### config.mk
export PLATFORM = sky130hd
export DESIGN_NAME = dsc_core
export DESIGN_NICKNAME = d
export VERILOG_FILES = /design/src/rtl/dsc_pkg.sv /design/src/rtl/dsc_pin_if.sv /design/src/rtl/dsc_pin_sync.sv /design/src/rtl/dsc_core.sv
export SDC_FILE = /design/constraint.sdc
export NUM_CORES = 1
export LEC_CHECK = 0
export ABC_CLOCK_PERIOD_IN_PS = 6100
export BUFFER_PORTS_ARGS = -buffer_cell sky130_fd_sc_hd__buf_4
export CAP_MARGIN = 40
export CORE_MARGIN = 3
export CORE_UTILIZATION = 40
export DETAILED_ROUTE_END_ITERATION = 10
export PLACE_DENSITY_LB_ADDON = 0.3
export SYNTH_ARGS = -nofsm -noshare
export SYNTH_HDL_FRONTEND = slang
export SYNTH_HIERARCHICAL = 1
export SYNTH_SLANG_ARGS = --single-unit
### constraint.sdc
create_clock -name clk -period 6.1 [get_ports clk]
set_input_delay 0.61 -clock clk [delete_from_list [all_inputs] [get_ports clk]]
set_output_delay 0.61 -clock clk [all_outputs]
set_load 0.05 [all_outputs]
### src/rtl/dsc_pkg.sv
// Constants for the serial DAC control block.
// Assumes a 125 MHz system clock; all pins arrive asynchronously.
package dsc_pkg;
  localparam int CLK_MHZ = 125;
  localparam int FRAME_BITS = 24;
  localparam int CODE_BITS = 16;
  localparam int CMD_MSB = 23;
  localparam int CMD_LSB = 20;
  localparam int CODE_MSB = 19;
  localparam int CODE_LSB = 4;
  localparam int CTL_SWRST = 19;
  localparam int CTL_PD_HI = 18;
  localparam int CTL_PD_LO = 17;
  localparam int CTL_REFDIS = 16;
  localparam int CTL_GAIN = 15;
  localparam int CTL_DAISY_CHAIN_ENABLE = 14;
  localparam logic [3:0] CMD_NOP = 4'h0;
  localparam logic [3:0] CMD_WR_INPUT = 4'h1;
  localparam logic [3:0] CMD_UPDATE = 4'h2;
  localparam logic [3:0] CMD_WR_BOTH = 4'h3;
  localparam logic [3:0] CMD_WR_CTRL = 4'h4;
  localparam logic [3:0] CMD_READBACK = 4'h5;
  localparam logic [1:0] PD_NORMAL = 2'h0;
  localparam logic [1:0] PD_1K = 2'h1;
  localparam logic [1:0] PD_100K = 2'h2;
  localparam logic [1:0] PD_HIZ = 2'h3;
  localparam logic [15:0] CODE_RESET = 16'h0000;
  localparam logic [11:0] APB_CFG = 12'h000;
  localparam logic [11:0] APB_CODES = 12'h004;
  localparam logic [11:0] APB_STATE = 12'h008;
  localparam int CFG_LOAD_EN = 0;
  localparam int CFG_FRAME_EN = 1;
  localparam logic [1:0] CFG_RESET = 2'h3;
  localparam int PIN_SCLK = 0;
  localparam int PIN_SYNC = 1;
  localparam int PIN_SDI = 2;
  localparam int PIN_LOAD = 3;
  localparam int PIN_HWRST = 4;
  localparam int PIN_COUNT = 5;
  // Hardware reset assumed asserted until proven released
  localparam logic [4:0] PIN_RESET = 5'h0A;
  localparam int WAKE_REF_ON_NS = 4000;
  localparam int WAKE_REF_OFF_US = 600;
  localparam int WAKE_REF_ON_CYC = WAKE_REF_ON_NS * CLK_MHZ / 1000;
  localparam int WAKE_REF_OFF_CYC = WAKE_REF_OFF_US * CLK_MHZ;
  localparam int WAKE_CNT_BITS = 17;
  typedef enum logic [2:0] {
    DSC_ST_ACTIVE = 3'h1,
    DSC_ST_DOWN = 3'h2,
    DSC_ST_WAKE = 3'h4
  } dsc_out_state_t;
endpackage

### src/rtl/dsc_pin_if.sv
// Carrier between the pin synchroniser and the control core.
// Raw pins go in, filtered levels come back on the same clock.
`timescale 1ns/1ps
interface dsc_pin_if;
  logic [dsc_pkg::PIN_COUNT-1:0] raw;
  logic [dsc_pkg::PIN_COUNT-1:0] clean;
  modport sync (input raw, output clean);
  modport core (output raw, input clean);
endinterface

### src/rtl/dsc_pin_sync.sv
// Three-stage synchroniser with agreement filter, one lane per pin.
// Assumes pins change slower than a few system clocks.
`timescale 1ns/1ps
module dsc_pin_sync #(
  parameter int WIDTH = dsc_pkg::PIN_COUNT,
  parameter logic [dsc_pkg::PIN_COUNT-1:0] RESET_VAL = dsc_pkg::PIN_RESET
) (
  input wire logic clk,
  input wire logic rst_b,
  dsc_pin_if.sync pins
);
  // Refused at elaboration: the carrier has a fixed lane count
  if (WIDTH != dsc_pkg::PIN_COUNT)
  begin : g_width_check
    $error("dsc_pin_sync: width must match the pin carrier");
  end

  // Net, not variable: each lane drives its own bit
  wire logic [WIDTH-1:0] clean_bus;
  genvar i;
  generate
    for (i = 0; i < WIDTH; i++)
    begin : g_lane
      logic s1_reg;
      logic s2_reg;
      logic s3_reg;
      logic clean_reg;
      always_ff @(posedge clk or negedge rst_b)
      begin
        if (!rst_b)
        begin
          s1_reg <= RESET_VAL[i];
          s2_reg <= RESET_VAL[i];
          s3_reg <= RESET_VAL[i];
        end
        else
        begin
          s1_reg <= pins.raw[i];
          s2_reg <= s1_reg;
          s3_reg <= s2_reg;
        end
      end
      // A change counts only once two late stages agree
      always_ff @(posedge clk or negedge rst_b)
      begin
        if (!rst_b)
        begin
          clean_reg <= RESET_VAL[i];
        end
        else if (s2_reg == s3_reg)
        begin
          clean_reg <= s3_reg;
        end
      end
      assign clean_bus[i] = clean_reg;
    end
  endgenerate
  assign pins.clean = clean_bus;
endmodule

### src/rtl/dsc_core.sv
// Control logic of a single-channel serial voltage DAC with APB status.
// Assumes serial pins and reset pin are asynchronous to clk.
// Behaviour
// - 24-bit MSB-first frame, decoded at sync rise
// - Six command codes, nop through readback
// - Chain flag routes shifted data to data-out
// - Two select bits pick output load state
// - Any power-down turns the amplifier off
// - Bias and string stay on; reference optional
// - Weak data-out pull removed in power-down
// - DAC register kept and writable in power-down
// - Wake delay 4 us, or 600 us reference off
// - Control reset bit clears codes and fields
// - Software reset bit clears itself afterwards
// - Readback shifts input code out next frame
// - Data-out driven only during readback or chain
// - Readback clears chain flag; host rewrites it
// - Input register preloads, DAC register drives output
// - Load strobe fall copies input into DAC
// - Load strobe during shifting is ignored
// - Reset pin zeros codes, defaults fields
// - Output stays zero until new load
// - Commands ignored while reset pin low
// - Reference start waits for reset pin release
//
// Local design decisions: the APB interface to the registers and the address map.
`timescale 1ns/1ps
module dsc_core #(
  parameter int WAKE_OFF_CYC = dsc_pkg::WAKE_REF_OFF_CYC
) (
  input wire logic clk,
  input wire logic rst_b,
  input wire logic sclk,
  input wire logic frame_sync_n,
  input wire logic sdi,
  input wire logic load_strobe_n,
  input wire logic hw_reset_n,
  output logic sdo_out,
  output logic sdo_oe,
  output logic sdo_pull_en,
  output logic [dsc_pkg::CODE_BITS-1:0] dac_code,
  output logic amp_enable,
  output logic load_1k_en,
  output logic load_100k_en,
  output logic out_hiz,
  output logic gain_double,
  output logic ref_enable,
  output logic bias_enable,
  output logic output_valid,
  input wire logic psel,
  input wire logic penable,
  input wire logic pwrite,
  input wire logic [11:0] paddr,
  input wire logic [31:0] pwdata,
  output logic [31:0] prdata,
  output logic pready,
  output logic pslverr
);
  localparam int WAKE_ON_BOUND = 520;
  localparam int WAKE_ON_CYC = dsc_pkg::WAKE_REF_ON_CYC;

  if (WAKE_OFF_CYC < 1 || WAKE_OFF_CYC >= (1 << dsc_pkg::WAKE_CNT_BITS))
  begin : g_wake_check
    $error("dsc_core: WAKE_OFF_CYC out of counter range");
  end

  dsc_pin_if pin_bus ();
  assign pin_bus.raw = {hw_reset_n, load_strobe_n, sdi, frame_sync_n, sclk};
  dsc_pin_sync #(
    .WIDTH(dsc_pkg::PIN_COUNT),
    .RESET_VAL(dsc_pkg::PIN_RESET)
  ) u_sync (
    .clk(clk),
    .rst_b(rst_b),
    .pins(pin_bus.sync)
  );

  logic [4:0] prev_reg;
  always_ff @(posedge clk or negedge rst_b)
  begin
    if (!rst_b)
    begin
      prev_reg <= dsc_pkg::PIN_RESET;
    end
    else
    begin
      prev_reg <= pin_bus.clean;
    end
  end

  logic hw_act;
  logic sclk_fall;
  logic sync_fall;
  logic sync_rise;
  logic load_fall;
  logic sdi_f;
  assign hw_act = !pin_bus.clean[dsc_pkg::PIN_HWRST];
  assign sclk_fall = prev_reg[dsc_pkg::PIN_SCLK] && !pin_bus.clean[dsc_pkg::PIN_SCLK];
  assign sync_fall = prev_reg[dsc_pkg::PIN_SYNC] && !pin_bus.clean[dsc_pkg::PIN_SYNC];
  assign sync_rise = !prev_reg[dsc_pkg::PIN_SYNC] && pin_bus.clean[dsc_pkg::PIN_SYNC];
  assign load_fall = prev_reg[dsc_pkg::PIN_LOAD] && !pin_bus.clean[dsc_pkg::PIN_LOAD];
  assign sdi_f = pin_bus.clean[dsc_pkg::PIN_SDI];

  logic [1:0] cfg_reg;
  logic in_frame_reg;
  logic [23:0] shift_reg;
  logic [4:0] bit_cnt_reg;
  logic rb_pending_reg;
  logic rb_active_reg;
  logic [23:0] rb_shift_reg;
  logic [15:0] input_reg;
  logic [15:0] dac_reg;
  logic soft_rst_reg;
  logic [1:0] pd_reg;
  logic ref_dis_reg;
  logic gain_reg;
  logic daisy_chain_enable_reg;
  logic ref_init_reg;

  // Short frames are dropped; longer ones only count when chained
  logic frame_done;
  logic [3:0] cmd;
  logic [15:0] code_in;
  assign frame_done = sync_rise && in_frame_reg && !hw_act
    && (bit_cnt_reg == 5'(dsc_pkg::FRAME_BITS)
    || (daisy_chain_enable_reg && bit_cnt_reg > 5'(dsc_pkg::FRAME_BITS)));
  assign cmd = shift_reg[dsc_pkg::CMD_MSB:dsc_pkg::CMD_LSB];
  assign code_in = shift_reg[dsc_pkg::CODE_MSB:dsc_pkg::CODE_LSB];

  logic wr_ctrl;
  logic do_soft_rst;
  assign wr_ctrl = frame_done && cmd == dsc_pkg::CMD_WR_CTRL;
  assign do_soft_rst = wr_ctrl && shift_reg[dsc_pkg::CTL_SWRST];
  logic hw_load;
  assign hw_load = load_fall && !in_frame_reg && !sync_rise
    && cfg_reg[dsc_pkg::CFG_LOAD_EN];

  // Frame capture; the reset pin aborts any frame in flight
  always_ff @(posedge clk or negedge rst_b)
  begin
    if (!rst_b)
    begin
      in_frame_reg <= 1'b0;
      shift_reg <= 24'h000000;
      bit_cnt_reg <= 5'h00;
    end
    else if (hw_act)
    begin
      in_frame_reg <= 1'b0;
    end
    else if (sync_fall && cfg_reg[dsc_pkg::CFG_FRAME_EN])
    begin
      in_frame_reg <= 1'b1;
      bit_cnt_reg <= 5'h00;
    end
    else if (sync_rise)
    begin
      in_frame_reg <= 1'b0;
    end
    else if (sclk_fall && in_frame_reg)
    begin
      shift_reg <= {shift_reg[22:0], sdi_f};
      if (bit_cnt_reg != 5'h1F)
      begin
        bit_cnt_reg <= bit_cnt_reg + 5'h01;
      end
    end
  end

  // Code registers: input preloads, DAC register drives the output
  always_ff @(posedge clk or negedge rst_b)
  begin
    if (!rst_b)
    begin
      input_reg <= dsc_pkg::CODE_RESET;
      dac_reg <= dsc_pkg::CODE_RESET;
    end
    else if (hw_act || do_soft_rst)
    begin
      input_reg <= dsc_pkg::CODE_RESET;
      dac_reg <= dsc_pkg::CODE_RESET;
    end
    else if (frame_done && cmd == dsc_pkg::CMD_WR_INPUT)
    begin
      input_reg <= code_in;
    end
    else if (frame_done && cmd == dsc_pkg::CMD_WR_BOTH)
    begin
      input_reg <= code_in;
      dac_reg <= code_in;
    end
    else if ((frame_done && cmd == dsc_pkg::CMD_UPDATE) || hw_load)
    begin
      dac_reg <= input_reg;
    end
  end

  // Control fields; reset bit lives one cycle then clears
  always_ff @(posedge clk or negedge rst_b)
  begin
    if (!rst_b)
    begin
      soft_rst_reg <= 1'b0;
      pd_reg <= dsc_pkg::PD_NORMAL;
      ref_dis_reg <= 1'b0;
      gain_reg <= 1'b0;
      daisy_chain_enable_reg <= 1'b0;
    end
    else if (hw_act || do_soft_rst)
    begin
      soft_rst_reg <= do_soft_rst && !hw_act;
      pd_reg <= dsc_pkg::PD_NORMAL;
      ref_dis_reg <= 1'b0;
      gain_reg <= 1'b0;
      daisy_chain_enable_reg <= 1'b0;
    end
    else
    begin
      soft_rst_reg <= 1'b0;
      if (wr_ctrl)
      begin
        pd_reg <= shift_reg[dsc_pkg::CTL_PD_HI:dsc_pkg::CTL_PD_LO];
        ref_dis_reg <= shift_reg[dsc_pkg::CTL_REFDIS];
        gain_reg <= shift_reg[dsc_pkg::CTL_GAIN];
        daisy_chain_enable_reg <= shift_reg[dsc_pkg::CTL_DAISY_CHAIN_ENABLE];
      end
      else if (sync_rise && rb_active_reg)
      begin
        daisy_chain_enable_reg <= 1'b0;
      end
    end
  end

  // Data-out: readback word or chained shift data, else released
  always_ff @(posedge clk or negedge rst_b)
  begin
    if (!rst_b)
    begin
      rb_pending_reg <= 1'b0;
      rb_active_reg <= 1'b0;
      rb_shift_reg <= 24'h000000;
      sdo_out <= 1'b0;
      sdo_oe <= 1'b0;
    end
    else if (hw_act)
    begin
      rb_pending_reg <= 1'b0;
      rb_active_reg <= 1'b0;
      sdo_oe <= 1'b0;
    end
    else if (sync_fall && cfg_reg[dsc_pkg::CFG_FRAME_EN])
    begin
      rb_active_reg <= rb_pending_reg;
      rb_pending_reg <= 1'b0;
      rb_shift_reg <= {4'h0, input_reg, 4'h0};
      sdo_out <= rb_pending_reg ? 1'b0 : shift_reg[23];
      sdo_oe <= rb_pending_reg || daisy_chain_enable_reg;
    end
    else if (sync_rise)
    begin
      rb_active_reg <= 1'b0;
      rb_pending_reg <= frame_done && cmd == dsc_pkg::CMD_READBACK;
      sdo_oe <= 1'b0;
    end
    else if (sclk_fall && in_frame_reg)
    begin
      rb_shift_reg <= {rb_shift_reg[22:0], 1'b0};
      sdo_out <= rb_active_reg ? rb_shift_reg[22] : shift_reg[22];
    end
  end

  // Output path power state
  dsc_pkg::dsc_out_state_t state_reg;
  logic [dsc_pkg::WAKE_CNT_BITS-1:0] wake_cnt_reg;
  logic pd_active;
  assign pd_active = pd_reg != dsc_pkg::PD_NORMAL;
  always_ff @(posedge clk or negedge rst_b)
  begin
    if (!rst_b)
    begin
      state_reg <= dsc_pkg::DSC_ST_ACTIVE;
      wake_cnt_reg <= '0;
    end
    else
    begin
      case (state_reg)
        dsc_pkg::DSC_ST_ACTIVE:
        begin
          if (pd_active)
          begin
            state_reg <= dsc_pkg::DSC_ST_DOWN;
          end
        end
        dsc_pkg::DSC_ST_DOWN:
        begin
          if (!pd_active)
          begin
            state_reg <= dsc_pkg::DSC_ST_WAKE;
            wake_cnt_reg <= ref_dis_reg
              ? dsc_pkg::WAKE_CNT_BITS'(WAKE_OFF_CYC - 1)
              : dsc_pkg::WAKE_CNT_BITS'(WAKE_ON_CYC - 1);
          end
        end
        dsc_pkg::DSC_ST_WAKE:
        begin
          if (pd_active)
          begin
            state_reg <= dsc_pkg::DSC_ST_DOWN;
          end
          else if (wake_cnt_reg == '0)
          begin
            state_reg <= dsc_pkg::DSC_ST_ACTIVE;
          end
          else
          begin
            wake_cnt_reg <= wake_cnt_reg - 1'b1;
          end
        end
        default:
        begin
          state_reg <= dsc_pkg::DSC_ST_ACTIVE;
        end
      endcase
    end
  end

  // Reference start is held off while the reset pin stays low
  always_ff @(posedge clk or negedge rst_b)
  begin
    if (!rst_b)
    begin
      ref_init_reg <= 1'b0;
    end
    else if (!hw_act)
    begin
      ref_init_reg <= 1'b1;
    end
  end

  // Analog controls, all registered
  always_ff @(posedge clk or negedge rst_b)
  begin
    if (!rst_b)
    begin
      amp_enable <= 1'b0;
      load_1k_en <= 1'b0;
      load_100k_en <= 1'b0;
      out_hiz <= 1'b0;
      sdo_pull_en <= 1'b0;
      ref_enable <= 1'b0;
      bias_enable <= 1'b0;
      output_valid <= 1'b0;
      gain_double <= 1'b0;
      dac_code <= dsc_pkg::CODE_RESET;
    end
    else
    begin
      amp_enable <= state_reg != dsc_pkg::DSC_ST_DOWN && !pd_active;
      load_1k_en <= pd_reg == dsc_pkg::PD_1K;
      load_100k_en <= pd_reg == dsc_pkg::PD_100K;
      out_hiz <= pd_reg == dsc_pkg::PD_HIZ;
      sdo_pull_en <= !pd_active;
      ref_enable <= ref_init_reg && !ref_dis_reg;
      bias_enable <= ref_init_reg;
      output_valid <= state_reg == dsc_pkg::DSC_ST_ACTIVE && !pd_active;
      gain_double <= gain_reg;
      dac_code <= dac_reg;
    end
  end

  // APB slave: no wait states, answer prepared in the setup cycle
  logic apb_setup;
  assign apb_setup = psel && !penable && !pready;
  always_ff @(posedge clk or negedge rst_b)
  begin
    if (!rst_b)
    begin
      pready <= 1'b0;
      pslverr <= 1'b0;
      prdata <= 32'h00000000;
    end
    else if (apb_setup)
    begin
      pready <= 1'b1;
      pslverr <= paddr != dsc_pkg::APB_CFG && paddr != dsc_pkg::APB_CODES
        && paddr != dsc_pkg::APB_STATE;
      case (paddr)
        dsc_pkg::APB_CFG: prdata <= {30'h00000000, cfg_reg};
        dsc_pkg::APB_CODES: prdata <= {dac_reg, input_reg};
        dsc_pkg::APB_STATE: prdata <= {19'h00000, ref_init_reg, hw_act,
          state_reg == dsc_pkg::DSC_ST_WAKE, rb_pending_reg, output_valid,
          2'h0, soft_rst_reg, pd_reg, ref_dis_reg, gain_reg, daisy_chain_enable_reg};
        default: prdata <= 32'h00000000;
      endcase
    end
    else
    begin
      pready <= 1'b0;
      pslverr <= 1'b0;
    end
  end

  always_ff @(posedge clk or negedge rst_b)
  begin
    if (!rst_b)
    begin
      cfg_reg <= dsc_pkg::CFG_RESET;
    end
    else if (psel && penable && pready && pwrite && paddr == dsc_pkg::APB_CFG)
    begin
      cfg_reg <= pwdata[1:0];
    end
  end

  property p_wr_input;
    @(posedge clk) disable iff (!rst_b)
    frame_done && cmd == dsc_pkg::CMD_WR_INPUT |=> input_reg == $past(code_in);
  endproperty
  a_wr_input: assert property (p_wr_input) else $error("input write lost");

  property p_amp_off;
    @(posedge clk) disable iff (!rst_b)
    state_reg == dsc_pkg::DSC_ST_DOWN |=> !amp_enable;
  endproperty
  a_amp_off: assert property (p_amp_off) else $error("amp on in power-down");

  property p_pull_off;
    @(posedge clk) disable iff (!rst_b)
    pd_active |=> !sdo_pull_en;
  endproperty
  a_pull_off: assert property (p_pull_off) else $error("pull kept in power-down");

  property p_soft_rst;
    @(posedge clk) disable iff (!rst_b)
    do_soft_rst |=> dac_reg == 16'h0000 && input_reg == 16'h0000 && soft_rst_reg
      ##1 !soft_rst_reg;
  endproperty
  a_soft_rst: assert property (p_soft_rst) else $error("soft reset wrong");

  property p_load;
    @(posedge clk) disable iff (!rst_b)
    hw_load && !hw_act && !frame_done
      |=> dac_reg == $past(input_reg) ##1 dac_code == $past(dac_reg);
  endproperty
  a_load: assert property (p_load) else $error("load strobe not applied");

  property p_load_ignored;
    @(posedge clk) disable iff (!rst_b)
    load_fall && in_frame_reg && !sync_rise && !hw_act |=> $stable(dac_reg);
  endproperty
  a_load_ignored: assert property (p_load_ignored)
    else $error("load taken mid-frame");

  property p_hw_reset;
    @(posedge clk) disable iff (!rst_b)
    hw_act |=> !in_frame_reg && dac_reg == 16'h0000 && !sdo_oe;
  endproperty
  a_hw_reset: assert property (p_hw_reset) else $error("reset pin not obeyed");

  property p_sdo_release;
    @(posedge clk) disable iff (!rst_b)
    !in_frame_reg && !sync_fall |=> !sdo_oe;
  endproperty
  a_sdo_release: assert property (p_sdo_release)
    else $error("data-out driven idle");

  property p_daisy_chain_enable_clear;
    @(posedge clk) disable iff (!rst_b)
    sync_rise && rb_active_reg && !wr_ctrl |=> !daisy_chain_enable_reg;
  endproperty
  a_daisy_chain_enable_clear: assert property (p_daisy_chain_enable_clear) else $error("chain flag kept");

  property p_wake_on;
    @(posedge clk) disable iff (!rst_b)
    state_reg == dsc_pkg::DSC_ST_DOWN && !pd_active && !ref_dis_reg
      |=> !output_valid [*8] ##[1:WAKE_ON_BOUND] output_valid || pd_active;
  endproperty
  a_wake_on: assert property (p_wake_on) else $error("wake delay wrong");

  property p_ref_hold;
    @(posedge clk) disable iff (!rst_b)
    !ref_init_reg |-> !ref_enable && !bias_enable;
  endproperty
  a_ref_hold: assert property (p_ref_hold) else $error("reference started early");
endmodule

==> flow_summary.ini, run 1 <==
[outcome]
status = completed

[yosys]
synth_warnings = 6
ys_ff_latch = 196
synth_area_um2 = 8000
synth.distinct_cells = 63
synth_seq_area_share = 0.615
synthFlopType = dfrtp_1
synth_edf_count = 0
syn-num-nets = 778
synth-async-reset-ratio = 1.00
avgSynthCellArea_um2 = 11.1
postSynthCellCount = 720

[clock_network]
ctsHoldBuffers = 0
cts_setup_buffers = 0
path_clk_slew_ns = 0.08
cts.sinks = 196
clk_root_buffer_cell = clkbuf_16
cts_buffers = 17
htreeDepth = 4
post_cts_resize_count = 0
cts_tree = yes
ctsLongestPathBuffers = 2
insertion_delay_ns = 0.43

[sta]
final.period_utilization = 0.401
finalSetupViolCount = 0
final_hold_viol_count = 0
finalMaxSlewViolations = 0
skew_ns = 0.00685
max_freq_mhz = 409
period_needed_ns = 2.45
maxSlewHeadroom = 0.518
grt_setup_unrepaired = no
setup_tns_ns = 0
hold_ws_ns = 0.248
worst_pin_slew_ns = 0.723

[cells_and_area]
drive_gt1_frac = 0.210
register_area_um2 = 4920
final-instance-count-excl-fill = 1070
nets = 850
filler_cell_count = 1817
areaGrowthSynthToFinish_pct = 17.8
largest_reg_flops = 32
diodes = 0
multi_input_area_um2 = 2810

[detailed_routing]
drtIter0Drc = 350
drc = 0
wl_per_cell_um = 15.9
via_per_inst = 5.13
ant_nets = 0
wl_met3_um = 808
wl_met2_um = 7810
first_pass_iters = 4
highest_layer = met4
drt-met1-wl_um = 8180
drt_wl_total_um = 17000
vias = 5491

[power_and_ir_drop]
powerDensity_nw_per_um2 = 261
cellLeakagePower_nw = 4.54
peakVddDrop_v = 0.000201
total_power_mw = 2.46

[global_route]
grt_usage = 0.163
grt_overflow = 0
grt_pass1_wl_um = 28400
grt_pass1_vias = 5302
antenna_found_initial = 0
grt_max_degree = 94

[worst_setup_path]
critPathKind = register to register
cp.required_ns = 6.39
critPathLaunchType = register
crit_arrival_ns = 2.74
cp_max_fo = 10
crit_path_end_kind = register

[floorplan]
floorplan.rows = 51
die_area_um2 = 21700
start_util = 0.410
core_area_um2 = 19500
dieHeight_um = 147
die_x_um = 147
io_pins = 115

[place]
dp_cells = 1038
port_buffers = 84
gp_congestion = 0.815
dp_hpwl_um = 11500

[worst_hold_path]
worstHoldPathType = input pin to asynchronous set/reset pin

[run]
drv_cap = 0
[final timing paths]
kind / from / to / slack [ns] / cells past startpoint
hold / removal: rst_b / wake_cnt_reg[0] / 0.25 / 1
setup reg to reg: bit_cnt_reg[0] / dac_reg[11] / 3.65 / 8
max in group asynchronous: rst_b / dac_reg[11] / 4.68 / 2
setup / recovery: bit_cnt_reg[0] / dac_reg[11] / 3.65 / 8
hold reg to reg: u_sync/g_lane[4].s1_reg / u_sync/g_lane[4].s2_reg / 0.35 / 0
min in group clk: load_strobe_n / u_sync/g_lane[3].s1_reg / 0.28 / 1
[per-stage QoR]
step / utilization / instance area [µm²] / worst slack (ns)
after floorplan: - / 8000 / 4.14
after detailed placement: 0.454 / 8870 / 3.70
after CTS: 0.483 / 9420 / 3.66
final: 0.483 / 9420 / 3.65
after global routing: 0.483 / 9420 / 3.50
after global placement: 0.452 / 8820 / 3.37
[metal layers]
| metal | GRT usage | vias to the layer above |
|---|---|---|
| met3 | 0.0322 | 22 |
| met5 | 0 | - |
| met4 | 0.0527 | 0 |
| met2 | 0.245 | 111 |
| met1 | 0.241 | 2711 |
| li1 | - | 2647 |
[layout by cell type (no fill, tap or decap), types with 5 or more instances in the layout]
cell         n
o21ai_0     19
a22o_1      28
o21ai_1     35
inv_1        7
nand2_1    153
maj3_2       5
clkbuf_16   17
nor3_1      11
a22oi_1      9
nor2_1      27
nand3_1     12
nor4_1       7
buf_4       93
xor2_1       7
inv_6        7
nor2b_1      6
dfstp_2     13
xnor2_1      6
dfrtp_1    183
nand4_1     12
a21oi_1     31
mux2i_1     34
[critical path, cell delays in order (launching register included)]
cell,delay (ns)
dfrtp_1,0.42
inv_1,0.07
ha_1,0.13
nor2b_1,0.20
o211a_1,0.36
and3_1,0.53
buf_8,0.23
mux2i_1,0.26
a21oi_1,0.10
[synthesized netlist by cell type (7+ instances only)]
cell	count	area, µm²
dfrtp_1	183	4580
nand2_1	153	574
o21ai_1	36	180
mux2i_1	34	340
a21oi_1	32	160
a22o_1	28	245
nor2_1	27	101
clkbuf_1	22	82.6
o21ai_0	19	95.1
dfstp_2	13	342
nand3_1	12	60.1
nand4_1	12	75.1
nor3_1	12	60.1
a22oi_1	9	67.6
buf_2	8	40.0
buf_4	8	60.1
inv_1	7	26.3
nor4_1	7	43.8
xor2_1	7	61.3
[final cells by class]
cell class,count,area share
Inverter,11,0.00465
Clock inverter,14,0.0124
Timing Repair Buffer,97,0.0803
Sequential cell,196,0.522
Tap cell,265,0.0352
Clock buffer,18,0.0466
Multi-Input combinational cell,469,0.299
[power by group]
| group | switching (mW) | total, mW | internal (mW) |
|---|---|---|---|
| clock network | 0.517 | 1.06 | 0.546 |
| logic | 0.0544 | 0.0745 | 0.0202 |
| registers | 0.00748 | 1.32 | 1.31 |
[cell families after synthesis]
group                    count (synthesis)  share of synthesized area
multiplexers                            38                     0.0482
XOR/XNOR                                13                     0.0142
flip-flops                             196                      0.615
adder cells (fa/ha/maj)                  9                     0.0133
AO/OA/AOI/OAI                          140                      0.111
buffers and inverters                   55                     0.0354
AND/OR/NAND/NOR                        269                      0.163
(Power assumes the default switching activity.)
==> inputs of run 2 (changes only) <==
ABC_CLOCK_PERIOD_IN_PS = 2350   (was 6100)
clock period = 2.35 ns   (was 6.1 ns; I/O delays follow)
==> run 2 against run 1 <==
Non-clock buffer count rose by 22; critical path type unchanged; utilization is 1.1 points higher; via count rose by 1.2%; maximum frequency grew 19%; clock skew up 0.0037 ns; clock-buffer cell count is 1 higher; sequential power increased to 2.6 times the previous value; largest cell class unchanged; die area unchanged.
==> flow_summary.ini, run 2 (synthesis results as in run 1) <==
[outcome]
status = completed

[floorplan]
die_area_um2 = 21700
floorplan.rows = 51
core_area_um2 = 19500
dieHeight_um = 147
start_util = 0.410
io_pins = 115
die_x_um = 147

[detailed_routing]
first_pass_iters = 4
via_per_inst = 5.09
drt_wl_total_um = 17200
wl_per_cell_um = 15.7
drtIter0Drc = 394
ant_nets = 0
drc = 0
vias = 5559

[clock_network]
post_cts_resize_count = 0
cts_buffers = 17
path_clk_slew_ns = 0.07
htreeDepth = 4
cts_tree = yes
insertion_delay_ns = 0.43
clk_root_buffer_cell = clkbuf_16
ctsLongestPathBuffers = 2
cts.sinks = 196

[place]
dp_slack_ns = 0.313
port_buffers = 84
dp_cells = 1054
dp_hpwl_um = 11800
gp_congestion = 0.836

[power_and_ir_drop]
peakVddDrop_v = 0.000514
cellLeakagePower_nw = 4.65
powerDensity_nw_per_um2 = 678
total_power_mw = 6.54

[sta]
worst_pin_slew_ns = 0.620
skew_ns = 0.0106
max_freq_mhz = 488
setup_slack_ns = 0.303
grt_setup_unrepaired = no
finalMaxSlewViolations = 0
setup_tns_ns = 0
finalSetupViolCount = 0
period_needed_ns = 2.05
final_hold_viol_count = 0
final.period_utilization = 0.871
maxSlewHeadroom = 0.586

[worst_setup_path]
cp-startpoint = bit_cnt_reg[0]
timing.rr.start = bit_cnt_reg[0]
cp_top_family = simple AND/OR/NAND/NOR gates
cp_cell_sequence = ha_1 > and3_1 > ha_1 > nor4bb_1 > o211a_1 > nand4_1 > xor2_1 > nor2_1
critPathLaunchType = register
path_buf_inv = 0
cp_max_fo = 4
critical-path-slowest-cell = dfrtp_1
cpPeakStageDelay_ns = 0.41
crit_arrival_ns = 2.36
cp_common_cell = ha_1
critPathKind = register to register
cp.required_ns = 2.66
crit_path_end_kind = register

[cells_and_area]
final-instance-count-excl-fill = 1092
diodes = 0
drive_gt1_frac = 0.222
areaGrowthSynthToFinish_pct = 20.6
largest_reg_flops = 32
layout_common_cells = dfrtp_1, nand2_1, buf_4
final_common_cell = dfrtp_1
nets = 872

[global_route]
antenna_found_initial = 0
grt_overflow = 0
grt_pass1_wl_um = 29200
grt_pass1_vias = 5487
grt_max_degree = 66
grt_usage = 0.168

[worst_hold_path]
min_from = pwdata[0]
worstHoldPathType = input pin to register

[run]
drv_cap = 0
==> run 2: metrics by stage <==
stage	utilization	instance area [µm²]	hold slack, ns
2_1_floorplan	-	8000	-0.0606
3_3_place_gp	0.460	8980	0.269
3_5_place_dp	0.461	9000	0.267
4_1_cts	0.494	9650	0.0258
5_1_grt	0.494	9650	0.0206
6_report	0.494	9650	0.0351
==> run 2: repair_timing <==
item,CTS,global route
buffers inserted,0,0
hold buffers,6,0
hold endpoints to repair,65,0
==> run 2: routing by layer <==
metal  vias up  GRT usage  wire length (µm)
li1       2690          -                 -
met1      2749      0.239              8290
met2       106      0.262              8010
met3        14     0.0368               667
met4         0     0.0461               212
met5         -          0                 0
==> run 2: worst register-to-register path: stages (launching register included) <==
cell	delay, ns
dfrtp_1	0.41
ha_1	0.22
and3_1	0.18
ha_1	0.19
nor4bb_1	0.40
o211a_1	0.21
nand4_1	0.11
xor2_1	0.17
nor2_1	0.05
==> run 2: power by group <==
group          total [mW]  switching [mW]  leakage (nW)  internal [mW]
Combinational       0.224           0.152          1.75         0.0723
Sequential           3.43          0.0167          2.63           3.41
Clock                2.88            1.27         0.273           1.61
==> run 2: final timing paths <==
| check | end | slack, ns | depth (start not counted) |
|---|---|---|---|
| setup / recovery | bit_cnt_reg[3] | 0.30 | 8 |
| hold / removal | cfg_reg[0] | 0.04 | 2 |
| setup reg to reg | bit_cnt_reg[3] | 0.30 | 8 |
| hold reg to reg | u_sync/g_lane[2].s2_reg | 0.35 | 0 |
| max in group asynchronous | u_sync/g_lane[1].s3_reg | 1.23 | 3 |
| min in group asynchronous | state_reg[1] | 0.35 | 2 |
==> run 2: cell type report <==
type	count	area, µm²
clock inverters	13	146
fillers	1779	9880
repair buffers	119	947
flip-flops and latches	196	4920
inverters	11	43.8
clock buffers	19	443
multi-input cells	469	2810
well taps	265	332
